--- src/rtl/tcwp_pkg.sv ---
// Package of constants and carrier types for the tuner control word port
package tcwp_pkg;

   // ----------------------------------------------------------------
   // Serial target addresses
   // ----------------------------------------------------------------
   localparam logic [7:0] TCWP_ADDR_WRITE = 8'hc0;
   localparam logic [7:0] TCWP_ADDR_READ  = 8'hc1;
   localparam logic [3:0] TCWP_BITS_BYTE  = 4'h8;

   // ----------------------------------------------------------------
   // Byte classification and status byte layout
   // ----------------------------------------------------------------
   localparam int         TCWP_CLASS_MSB   = 7;
   localparam int         TCWP_CLASS_NEXT  = 6;
   localparam int         TCWP_STAT_POR_BIT  = 7;
   localparam int         TCWP_STAT_LOCK_BIT = 6;
   localparam logic [5:0] TCWP_STAT_LOW_ONES = 6'h3f;

   // ----------------------------------------------------------------
   // Decode tables
   // ----------------------------------------------------------------
   localparam logic [6:0] TCWP_AGC_TOP_DBUV  = 7'h72;
   localparam logic [6:0] TCWP_AGC_STEP_DB   = 7'h02;
   localparam logic [2:0] TCWP_AGC_OFF_CODE  = 3'h7;
   localparam logic [7:0] TCWP_REF_RATIO_0   = 8'h18;
   localparam logic [7:0] TCWP_REF_RATIO_1   = 8'h1c;
   localparam logic [7:0] TCWP_REF_RATIO_2   = 8'h30;
   localparam logic [7:0] TCWP_REF_RATIO_3   = 8'h38;
   localparam logic [7:0] TCWP_REF_RATIO_4   = 8'h40;
   localparam logic [7:0] TCWP_REF_RATIO_5   = 8'h60;
   localparam logic [7:0] TCWP_REF_RATIO_6   = 8'h80;
   localparam logic [9:0] TCWP_PUMP_UA_0     = 10'h046;
   localparam logic [9:0] TCWP_PUMP_UA_1     = 10'h08c;
   localparam logic [9:0] TCWP_PUMP_UA_2     = 10'h15e;
   localparam logic [9:0] TCWP_PUMP_UA_3     = 10'h258;
   localparam logic [9:0] TCWP_PUMP_UA_HIGH  = 10'h384;
   // Source current in nA; the high setting needs fourteen bits
   localparam logic [13:0] TCWP_AGC_SRC_NA_LO = 14'h012c;
   localparam logic [13:0] TCWP_AGC_SRC_NA_HI = 14'h2328;
   localparam logic [1:0] TCWP_BAND_VHF_HIGH = 2'h2;
   localparam logic [1:0] TCWP_BAND_UHF      = 2'h0;
   localparam logic [1:0] TCWP_BAND_STANDBY  = 2'h3;

   // ----------------------------------------------------------------
   // Lock discriminator timing
   // ----------------------------------------------------------------
   localparam int         TCWP_CLK_PERIOD_NS   = 100;
   localparam int         TCWP_LOCK_ERR_MAX_NS = 500;
   localparam int         TCWP_LOCK_ERR_CYC    = (TCWP_LOCK_ERR_MAX_NS / TCWP_CLK_PERIOD_NS < 1)
                                               ? 1 : TCWP_LOCK_ERR_MAX_NS / TCWP_CLK_PERIOD_NS;
   localparam int         TCWP_LOCK_GOOD_COUNT = 4;

   // ----------------------------------------------------------------
   // Stored control fields
   // ----------------------------------------------------------------
   typedef struct packed {
      logic [14:0] divider_word;
      logic [2:0]  agc_start_point;
      logic [2:0]  ref_div_select;
      logic [1:0]  pump_current_select;
      logic        agc_detector_source;
      logic        general_port_two;
      logic        general_port_one;
      logic [1:0]  band_select;
      logic        agc_output_current_select;
      logic        mode;
      logic        test3_ifamp_disable;
      logic        test_bit_two;
      logic        test1_pump_msb;
      logic        test_bit_zero;
   } tcwp_ctrl_t;

   localparam tcwp_ctrl_t TCWP_CTRL_RESET = '0;

   // Decoded operating state handed to the analog side
   typedef struct packed {
      logic [7:0] ref_div_ratio;
      logic [9:0] pump_current_ua;
      logic [6:0] agc_threshold_dbuv;
      logic [13:0] agc_source_na;
      logic       agc_enable;
      logic       ifamp_enable;
      logic       test_mode;
      logic       vhf_high_sel;
      logic       uhf_sel;
      logic       standby;
   } tcwp_decoded_t;

   localparam tcwp_decoded_t TCWP_DECODED_RESET = '0;

endpackage

--- src/rtl/tcwp_lock_detect.sv ---
// Lock discriminator that measures the phase-detector error pulse width
`timescale 1ns/10ps
module tcwp_lock_detect
   import tcwp_pkg::*;
#(
   parameter int ERR_MAX_CYC = TCWP_LOCK_ERR_CYC,
   parameter int GOOD_COUNT  = TCWP_LOCK_GOOD_COUNT
)
(
   // Clock and reset
   input  wire logic i_clk_sys,
   input  wire logic i_reset_n,
   // Phase detector error pulse, asynchronous
   input  wire logic i_phase_err,
   // Lock result
   output logic      o_locked
);

   logic       err_s1;
   logic       err_s2;
   logic       err_d;
   logic [7:0] width;
   logic [7:0] good;
   logic [7:0] next_width;
   logic [7:0] next_good;
   logic       next_locked;

   always_comb
   begin
      next_width  = width;
      next_good   = good;
      next_locked = o_locked;
      if (err_s2)
      begin
         if (width <= 8'(ERR_MAX_CYC))
            next_width = width + 8'h01;
         else
         begin
            // A pulse that is already too wide drops lock without waiting for its end
            next_good   = 8'h00;
            next_locked = 1'b0;
         end
      end
      else if (err_d)
      begin
         next_width = 8'h00;
         if (width <= 8'(ERR_MAX_CYC))
         begin
            if (good < 8'(GOOD_COUNT))
               next_good = good + 8'h01;
            if (good >= 8'(GOOD_COUNT - 1))
               next_locked = 1'b1;
         end
         else
         begin
            next_good   = 8'h00;
            next_locked = 1'b0;
         end
      end
   end

   always_ff @(posedge i_clk_sys)
   begin
      if (!i_reset_n)
      begin
         err_s1   <= 1'b0;
         err_s2   <= 1'b0;
         err_d    <= 1'b0;
         width    <= 8'h00;
         good     <= 8'h00;
         o_locked <= 1'b0;
      end
      else
      begin
         err_s1   <= i_phase_err;
         err_s2   <= err_s1;
         err_d    <= err_s2;
         width    <= next_width;
         good     <= next_good;
         o_locked <= next_locked;
      end
   end

endmodule

--- src/rtl/tcwp_top.sv ---
// Two-wire target port that holds the tuner control word and status byte
//
// Behaviour
// - Acknowledge write address c0 and write bytes
// - Address c1 returns the status byte
// - Divider word fifteen bits, high byte first
// - Control byte one: 10, start point, ref
// - Start point threshold 114..102; 111 disables
// - Reference divider ratio table, 111 reserved
// - Band switch byte field order
// - Pump current table, 900 needs mode
// - Detector source: IF amp or mixer
// - General ports follow written bits
// - Band select VHF-high, UHF, standby
// - Control byte two layout, shared pump bit
// - Gain-control current 300 nA or 9 uA
// - Mode and top test bit gate IF amp
// - Normal versus test mode decode
// - Test mode removes RF gain control
// - Status byte: power-on, lock, six ones
// - Power-on flag cleared after status read
// - Write telegram order, band follows control one
// - Lock flag from error pulse width
`timescale 1ns/10ps
module tcwp_top
   import tcwp_pkg::*;
(
   // Clock and reset
   input  wire logic    i_clk_sys,
   input  wire logic    i_reset_n,
   // Two-wire bus pins
   input  wire logic    i_scl,
   input  wire logic    i_sda,
   output logic         o_sda_out,
   output logic         o_sda_oe,
   // Phase detector error pulse
   input  wire logic    i_phase_err,
   // Stored fields and decoded state
   output tcwp_ctrl_t   o_ctrl,
   output tcwp_decoded_t o_decoded,
   output logic         o_por_flag,
   output logic         o_pll_locked
);

   typedef enum logic [2:0] {
      ST_IDLE,
      ST_ADDR,
      ST_ADDR_ACK,
      ST_WR_BYTE,
      ST_WR_ACK,
      ST_RD_BYTE,
      ST_RD_ACK
   } tcwp_state_t;

   // ----------------------------------------------------------------
   // Decode helpers
   // ----------------------------------------------------------------
   function automatic logic [7:0] ref_ratio(input logic [2:0] sel);
      case (sel)
         3'h0:    ref_ratio = TCWP_REF_RATIO_0;
         3'h1:    ref_ratio = TCWP_REF_RATIO_1;
         3'h2:    ref_ratio = TCWP_REF_RATIO_2;
         3'h3:    ref_ratio = TCWP_REF_RATIO_3;
         3'h4:    ref_ratio = TCWP_REF_RATIO_4;
         3'h5:    ref_ratio = TCWP_REF_RATIO_5;
         3'h6:    ref_ratio = TCWP_REF_RATIO_6;
         default: ref_ratio = 8'h00;
      endcase
   endfunction

   function automatic logic [9:0] pump_ua(input tcwp_ctrl_t c);
      logic [2:0] code;
      code = {c.mode & c.test1_pump_msb, c.pump_current_select};
      case (code)
         3'h0:    pump_ua = TCWP_PUMP_UA_0;
         3'h1:    pump_ua = TCWP_PUMP_UA_1;
         3'h2:    pump_ua = TCWP_PUMP_UA_2;
         3'h3:    pump_ua = TCWP_PUMP_UA_3;
         3'h4:    pump_ua = TCWP_PUMP_UA_HIGH;
         default: pump_ua = 10'h000;
      endcase
   endfunction

   // ----------------------------------------------------------------
   // Pin synchronisers
   // ----------------------------------------------------------------
   logic [1:0] pin_raw;
   logic [1:0] pin_s1;
   logic [1:0] pin_s2;
   logic [1:0] pin_d;

   assign pin_raw = {i_scl, i_sda};

   genvar g;
   generate
      for (g = 0; g < 2; g++)
      begin : g_sync
         always_ff @(posedge i_clk_sys)
         begin
            if (!i_reset_n)
            begin
               pin_s1[g] <= 1'b1;
               pin_s2[g] <= 1'b1;
               pin_d[g]  <= 1'b1;
            end
            else
            begin
               pin_s1[g] <= pin_raw[g];
               pin_s2[g] <= pin_s1[g];
               pin_d[g]  <= pin_s2[g];
            end
         end
      end
   endgenerate

   logic scl;
   logic sda;
   logic scl_rise;
   logic scl_fall;
   logic bus_start;
   logic bus_stop;

   assign scl       = pin_s2[1];
   assign sda       = pin_s2[0];
   assign scl_rise  = scl & ~pin_d[1];
   assign scl_fall  = ~scl & pin_d[1];
   assign bus_start = scl & pin_d[1] & pin_d[0] & ~sda;
   assign bus_stop  = scl & pin_d[1] & ~pin_d[0] & sda;

   // ----------------------------------------------------------------
   // Serial state
   // ----------------------------------------------------------------
   tcwp_state_t state;
   tcwp_state_t next_state;
   logic [3:0]  bit_cnt;
   logic [3:0]  next_bit_cnt;
   logic [7:0]  shift;
   logic [7:0]  next_shift;
   logic        rd_req;
   logic        next_rd_req;
   logic        master_nack;
   logic        next_master_nack;
   logic        expect_band;
   logic        next_expect_band;
   logic        expect_div_low;
   logic        next_expect_div_low;
   logic        next_sda_oe;
   logic        next_por_flag;
   tcwp_ctrl_t  next_ctrl;
   logic        locked;
   logic [7:0]  status_byte;

   always_comb
   begin
      status_byte                   = '1;
      status_byte[TCWP_STAT_POR_BIT]  = o_por_flag;
      status_byte[TCWP_STAT_LOCK_BIT] = locked;
      status_byte[5:0]                = TCWP_STAT_LOW_ONES;
   end

   always_comb
   begin
      next_state          = state;
      next_bit_cnt        = bit_cnt;
      next_shift          = shift;
      next_rd_req         = rd_req;
      next_master_nack    = master_nack;
      next_expect_band    = expect_band;
      next_expect_div_low = expect_div_low;
      next_sda_oe         = o_sda_oe;
      next_por_flag       = o_por_flag;
      next_ctrl           = o_ctrl;
      if (bus_start)
      begin
         next_state          = ST_ADDR;
         next_bit_cnt        = 4'h0;
         next_sda_oe         = 1'b0;
         next_expect_band    = 1'b0;
         next_expect_div_low = 1'b0;
      end
      else if (bus_stop)
      begin
         next_state  = ST_IDLE;
         next_sda_oe = 1'b0;
      end
      else
      begin
         case (state)
            ST_ADDR,
            ST_WR_BYTE:
            begin
               if (scl_rise && bit_cnt < TCWP_BITS_BYTE)
               begin
                  next_shift   = {shift[6:0], sda};
                  next_bit_cnt = bit_cnt + 4'h1;
               end
               else if (scl_fall && bit_cnt == TCWP_BITS_BYTE)
               begin
                  if (state == ST_WR_BYTE)
                  begin
                     next_state  = ST_WR_ACK;
                     next_sda_oe = 1'b1;
                  end
                  else if (shift == TCWP_ADDR_WRITE || shift == TCWP_ADDR_READ)
                  begin
                     next_state  = ST_ADDR_ACK;
                     next_sda_oe = 1'b1;
                     next_rd_req = shift[0];
                  end
                  else
                     next_state = ST_IDLE;
               end
            end
            ST_ADDR_ACK:
            begin
               if (scl_fall)
               begin
                  next_bit_cnt = 4'h0;
                  if (rd_req)
                  begin
                     next_state  = ST_RD_BYTE;
                     next_shift  = status_byte;
                     next_sda_oe = ~status_byte[7];
                  end
                  else
                  begin
                     next_state  = ST_WR_BYTE;
                     next_sda_oe = 1'b0;
                  end
               end
            end
            ST_WR_ACK:
            begin
               if (scl_fall)
               begin
                  // Fields change only once the acknowledge slot is over
                  next_state   = ST_WR_BYTE;
                  next_bit_cnt = 4'h0;
                  next_sda_oe  = 1'b0;
                  if (expect_band)
                  begin
                     next_expect_band              = 1'b0;
                     next_ctrl.pump_current_select = shift[7:6];
                     next_ctrl.agc_detector_source = shift[5];
                     next_ctrl.general_port_two    = shift[3];
                     next_ctrl.general_port_one    = shift[2];
                     next_ctrl.band_select         = shift[1:0];
                  end
                  else if (expect_div_low)
                  begin
                     next_expect_div_low         = 1'b0;
                     next_ctrl.divider_word[7:0] = shift;
                  end
                  else if (!shift[TCWP_CLASS_MSB])
                  begin
                     next_expect_div_low          = 1'b1;
                     next_ctrl.divider_word[14:8] = shift[6:0];
                  end
                  else if (!shift[TCWP_CLASS_NEXT])
                  begin
                     next_expect_band          = 1'b1;
                     next_ctrl.agc_start_point = shift[5:3];
                     next_ctrl.ref_div_select  = shift[2:0];
                  end
                  else
                  begin
                     next_ctrl.agc_output_current_select = shift[5];
                     next_ctrl.mode                      = shift[4];
                     next_ctrl.test3_ifamp_disable       = shift[3];
                     next_ctrl.test_bit_two              = shift[2];
                     next_ctrl.test1_pump_msb            = shift[1];
                     next_ctrl.test_bit_zero             = shift[0];
                  end
               end
            end
            ST_RD_BYTE:
            begin
               if (scl_rise && bit_cnt < TCWP_BITS_BYTE)
                  next_bit_cnt = bit_cnt + 4'h1;
               else if (scl_fall)
               begin
                  if (bit_cnt == TCWP_BITS_BYTE)
                  begin
                     next_state  = ST_RD_ACK;
                     next_sda_oe = 1'b0;
                  end
                  else
                  begin
                     next_shift  = {shift[6:0], 1'b1};
                     next_sda_oe = ~shift[6];
                  end
               end
            end
            ST_RD_ACK:
            begin
               if (scl_rise)
               begin
                  next_master_nack = sda;
                  next_por_flag    = 1'b0;
               end
               else if (scl_fall)
               begin
                  next_bit_cnt = 4'h0;
                  if (master_nack)
                     next_state = ST_IDLE;
                  else
                  begin
                     // The status byte repeats for as long as the master acknowledges
                     next_state  = ST_RD_BYTE;
                     next_shift  = status_byte;
                     next_sda_oe = ~status_byte[7];
                  end
               end
            end
            default:
               next_state = ST_IDLE;
         endcase
      end
   end

   // ----------------------------------------------------------------
   // Decoded operating state
   // ----------------------------------------------------------------
   tcwp_decoded_t next_decoded;
   logic          test_mode;

   always_comb
   begin
      // A clear mode bit with both upper test bits clear counts as normal
      test_mode = ~o_ctrl.mode
                & (o_ctrl.test3_ifamp_disable | o_ctrl.test_bit_two);
      next_decoded                 = TCWP_DECODED_RESET;
      next_decoded.ref_div_ratio   = ref_ratio(o_ctrl.ref_div_select);
      next_decoded.pump_current_ua = pump_ua(o_ctrl);
      next_decoded.agc_threshold_dbuv = TCWP_AGC_TOP_DBUV
         - 7'(TCWP_AGC_STEP_DB * {4'h0, o_ctrl.agc_start_point});
      next_decoded.agc_source_na   = o_ctrl.agc_output_current_select
                                   ? TCWP_AGC_SRC_NA_HI : TCWP_AGC_SRC_NA_LO;
      next_decoded.agc_enable      = (o_ctrl.agc_start_point != TCWP_AGC_OFF_CODE)
                                   & ~test_mode;
      next_decoded.ifamp_enable    = ~o_ctrl.mode | ~o_ctrl.test3_ifamp_disable;
      next_decoded.test_mode       = test_mode;
      next_decoded.vhf_high_sel    = (o_ctrl.band_select == TCWP_BAND_VHF_HIGH);
      next_decoded.uhf_sel         = (o_ctrl.band_select == TCWP_BAND_UHF);
      next_decoded.standby         = (o_ctrl.band_select == TCWP_BAND_STANDBY);
   end

   tcwp_lock_detect tcwp_lock_detect_i
   (
      .i_clk_sys   (i_clk_sys),
      .i_reset_n   (i_reset_n),
      .i_phase_err (i_phase_err),
      .o_locked    (locked)
   );

   always_ff @(posedge i_clk_sys)
   begin
      if (!i_reset_n)
      begin
         state          <= ST_IDLE;
         bit_cnt        <= 4'h0;
         shift          <= 8'h00;
         rd_req         <= 1'b0;
         master_nack    <= 1'b0;
         expect_band    <= 1'b0;
         expect_div_low <= 1'b0;
         o_sda_out      <= 1'b0;
         o_sda_oe       <= 1'b0;
         o_por_flag     <= 1'b1;
         o_ctrl         <= TCWP_CTRL_RESET;
         o_decoded      <= TCWP_DECODED_RESET;
         o_pll_locked   <= 1'b0;
      end
      else
      begin
         state          <= next_state;
         bit_cnt        <= next_bit_cnt;
         shift          <= next_shift;
         rd_req         <= next_rd_req;
         master_nack    <= next_master_nack;
         expect_band    <= next_expect_band;
         expect_div_low <= next_expect_div_low;
         o_sda_out      <= 1'b0;
         o_sda_oe       <= next_sda_oe;
         o_por_flag     <= next_por_flag;
         o_ctrl         <= next_ctrl;
         o_decoded      <= next_decoded;
         o_pll_locked   <= locked;
      end
   end

endmodule

--- config.mk ---
export PLATFORM = sky130hd
export DESIGN_NAME = tcwp_top
export DESIGN_NICKNAME = d
export VERILOG_FILES = /design/src/rtl/tcwp_pkg.sv /design/src/rtl/tcwp_lock_detect.sv /design/src/rtl/tcwp_top.sv
export SDC_FILE = /design/constraint.sdc
export NUM_CORES = 1
export LEC_CHECK = 0
export ABC_AREA = 1
export BUFFER_PORTS_ARGS = -buffer_cell sky130_fd_sc_hd__buf_4
export CAP_MARGIN = 30
export CORE_ASPECT_RATIO = 0.75
export CORE_MARGIN = 5
export CORE_UTILIZATION = 50
export DETAILED_ROUTE_END_ITERATION = 16
export PLACE_DENSITY_LB_ADDON = 0.2
export SYNTH_ARGS = -nofsm -noshare
export SYNTH_HDL_FRONTEND = slang
export SYNTH_HIERARCHICAL = 1
export SYNTH_SLANG_ARGS = --single-unit
--- constraint.sdc ---
create_clock -name i_clk_sys -period 1.4 [get_ports i_clk_sys]
set_input_delay 0.28 -clock i_clk_sys [delete_from_list [all_inputs] [get_ports i_clk_sys]]
set_output_delay 0.28 -clock i_clk_sys [all_outputs]
set_load 0.05 [all_outputs]
==> results.md <==
* Ant diodes at 0
* Syn_area_per_cell at 7.67 um2
* Port Buf Inserts at between 70 and 80
* WP data arrival at approximately 1.7 ns
* Die height at a little over 90 um
* GRT Resource Usage Total at approximately a fifth
* Max-Cap Viols at 0
* Clk buf depth at 2
* First-pass GRT wire length at between 15000 and 20000 um
* Nets at between 700 and 800
* Sequential fraction of the synthesis area at between 40% and 50%
* Rows at 30
* Antenna Nets Post-Route at 0
* Core ar. at 0.00901 mm2
* Clock Skew at between 0.006 and 0.007 ns
* Die width at 121 um
* Power per cell area at 1460 mW/mm2
* Violated checks: setup timing
* Worst Path Required at roughly 1.7 ns
* Worst vdd ir at 0.000922 V
* Routed WL at ~12000 um
* Clock transition at path regs at about 0.07 ns
* Fin crit period at between 1 and 1.5 ns
* Post-DP Area at roughly 0.0055 mm2
* Gr ovfl total at 0
* Max Slew Vio Count at 0
* Drt drc at 0
* CTS buffer count at 9
* Yosys top cell area share at a little under half
* Distinct cells, synth at 40
* Final Hold Fails at 0
* CP Max Fanout at 8
* Via count at 4124
* Slowest stage delay, CP at between 0.3 and 0.4 ns
* DR iter-0 viols at approximately 220
* CTS Root Cell: clkbuf_16
* Finished Cell Area at 0.00611 mm2
* Final core utilization at 67.8%
* Final WS setup at -0.0637 ns
* Hold/Removal Path Class: in -> reg
* Die Area at between 0.01 and 0.015 mm2
* Placer Congestion at 0.893
* Tcrit/Tclk final at 105%
* Yosys reg bits at between 100 and 150
* Crit Path Category: reg -> reg
* Wire length per cell at 13.8 um
* Worst hold slack at 0.103 ns
* Ys Warns at 6
* Hold-fix buffers, CTS at 0
* Synth area leaders: dfxtp_1, nor2_1, nand2_1
* I/O pin cnt at between 80 and 90
* Final setup violation count at 11
* Peak Freq at roughly 0.68 GHz
* Post-Synthesis Cells at 601
* First-pass DRT Iterations at 5
* Vias in the first global route at ~3800
* Clk_lat worst skew at about 0.35 ns
* Clock sinks at ~110
* Filler cells at 760
* Status: finished with violations
* Area grow syn2layout at 32.5%
* Slowest cell on the critical path: dfxtp_2
* Initial antenna violation count at 0
* H-tree depth at 3
* Post-layout power at a little under 9 mW
* Crit path capture type: flip-flop
* Post-DR vias/cell at 4.93
* Mapped Area at about 0.0046 mm2
* RSZ-0062 raised after global routing: yes
* CP Launch Type: flip-flop
* Starting Density at ~51%
* Cell taking the most area after synthesis: dfxtp_1
* CTS tree: built
* Share of layout cells above drive strength 1 at between 30% and 40%
* Largest net degree at the start of global routing at 70
* Critical-path cell list: inv_1 -> ha_4 -> nand3b_1 -> nor2_2 -> buf_4 -> nor2_4 -> nand3_1 -> nand2_1 -> nor2_1
* Post-DP HPWL at approximately 7900 um
* Static Leak at 2.89 nW
* Total negative setup slack at -0.361 ns
worst max-delay path: cells and delay by family (launching register included):
| family | cells | cell delay, ns |
|---|---|---|
| simple gates | 6 | 0.68 |
| flops | 1 | 0.33 |
| buf+inv | 2 | 0.20 |
| fa+ha+maj | 1 | 0.15 |
cells by family after synthesis:
logic type | share of synthesized area (%)
AND/OR/NAND/NOR | 29.3
buffers and inverters | 10.7
XOR/XNOR | 0.380
adder cells (fa/ha/maj) | 1.90
other | 0.0814
flip-flops | 47.3
AO/OA/AOI/OAI | 10.2
flip-flops by register name, indices dropped and copies added, names as in the netlist, 2 cells and up:
signal,flops
pin_d,2
tcwp_lock_detect_i/width,8
o_ctrl,34
bit_cnt,4
state,3
o_decoded,27
tcwp_lock_detect_i/good,8
shift,8
pin_s1,2
worst paths after layout:
kind,startpoint,endpoint,slack (ns),cells past startpoint
max,bit_cnt[0],shift[0],-0.06,9
min,i_phase_err,tcwp_lock_detect_i/err_s1,0.10,3
max reg2reg,bit_cnt[0],shift[0],-0.06,9
min reg2reg,tcwp_lock_detect_i/err_s1,tcwp_lock_detect_i/err_s2,0.42,2
where the power goes:
part / leakage [nW] / internal (mW) / switching, mW
Combinational: 1.85 / 1.07 / 1.65
Sequential: 0.891 / 3.33 / 0.187
Clock: 0.152 / 1.47 / 1.20
Total: 2.89 / 5.87 / 3.04
Yosys cell counts:
library cell	count
a21oi_1	30
a21oi_2	3
a31oi_1	1
buf_1	1
buf_2	1
buf_4	23
buf_6	1
clkbuf_1	7
clkinv_1	1
clkinv_4	1
conb_1	1
dfxtp_1	109
ha_1	7
inv_1	57
inv_2	10
inv_4	2
nand2_1	82
nand2_2	7
nand2_4	2
nand3_1	38
nand3_2	1
nand3_4	2
nand3b_1	1
nand4_1	4
nand4_2	1
nor2_1	127
nor2_2	1
nor2_4	8
nor2_8	1
nor3_1	7
nor3_2	1
nor3_4	1
nor3b_2	1
o211ai_1	2
o21ai_0	41
o21ai_1	9
o21ai_4	1
o22ai_1	1
or2_2	5
xor2_1	2
metrics by stage:
step	setup slack [ns]	cells
3_5_place_dp	-0.165	806
2_1_floorplan	0.0493	614
3_3_place_gp	-0.125	806
4_1_cts	-0.00536	827
6_report	-0.0637	836
5_1_grt	-0.145	836
layer usage:
layer	vias to the layer above	track usage [%]	part of all wire [%]
li1	2117	-	-
met1	1850	27.0	46
met2	135	31.4	45
met3	22	5.93	7.1
met4	0	6.04	1.9
met5	-	0	0
area by class of cell:
cell class,count,area [um2],area share (%)
Inverter,71,289,4.73
Timing Repair Buffer,125,967,15.8
Sequential cell,109,2200,36.1
Clock inverter,6,80.1,1.31
Tap cell,112,140,2.29
Clock buffer,10,239,3.91
Multi-Input combinational cell,403,2190,35.8
cells in the final DEF, fill, tap and decap left out, types with 4 or more instances in the layout:
cell,synthesis,final
buf_4,23,122
nor2_2,1,6
conb_1,1,14
nand2_2,7,12
a21oi_2,3,4
nand2_4,2,8
inv_4,2,7
or2_2,5,5
o21ai_0,41,35
nand4_1,4,4
nand2_1,82,72
a21oi_1,30,29
dfxtp_1,109,97
nand3_2,1,11
inv_2,10,10
clkbuf_16,0,9
nand3_1,38,27
nor2_1,127,121
o21ai_1,9,14
nor2_4,8,10
ha_1,7,4
nor3_1,7,7
dfxtp_2,0,9
inv_1,57,52
timing repair:
action / CTS / global route
endpoints found under the setup margin: 44 / 61
cloned: 1 / 1
gates resized for setup: 32 / 45
pin swaps: 14 / 23
setup buffers: 4 / 8
No activity file was read; power rests on OpenSTA's default activity.
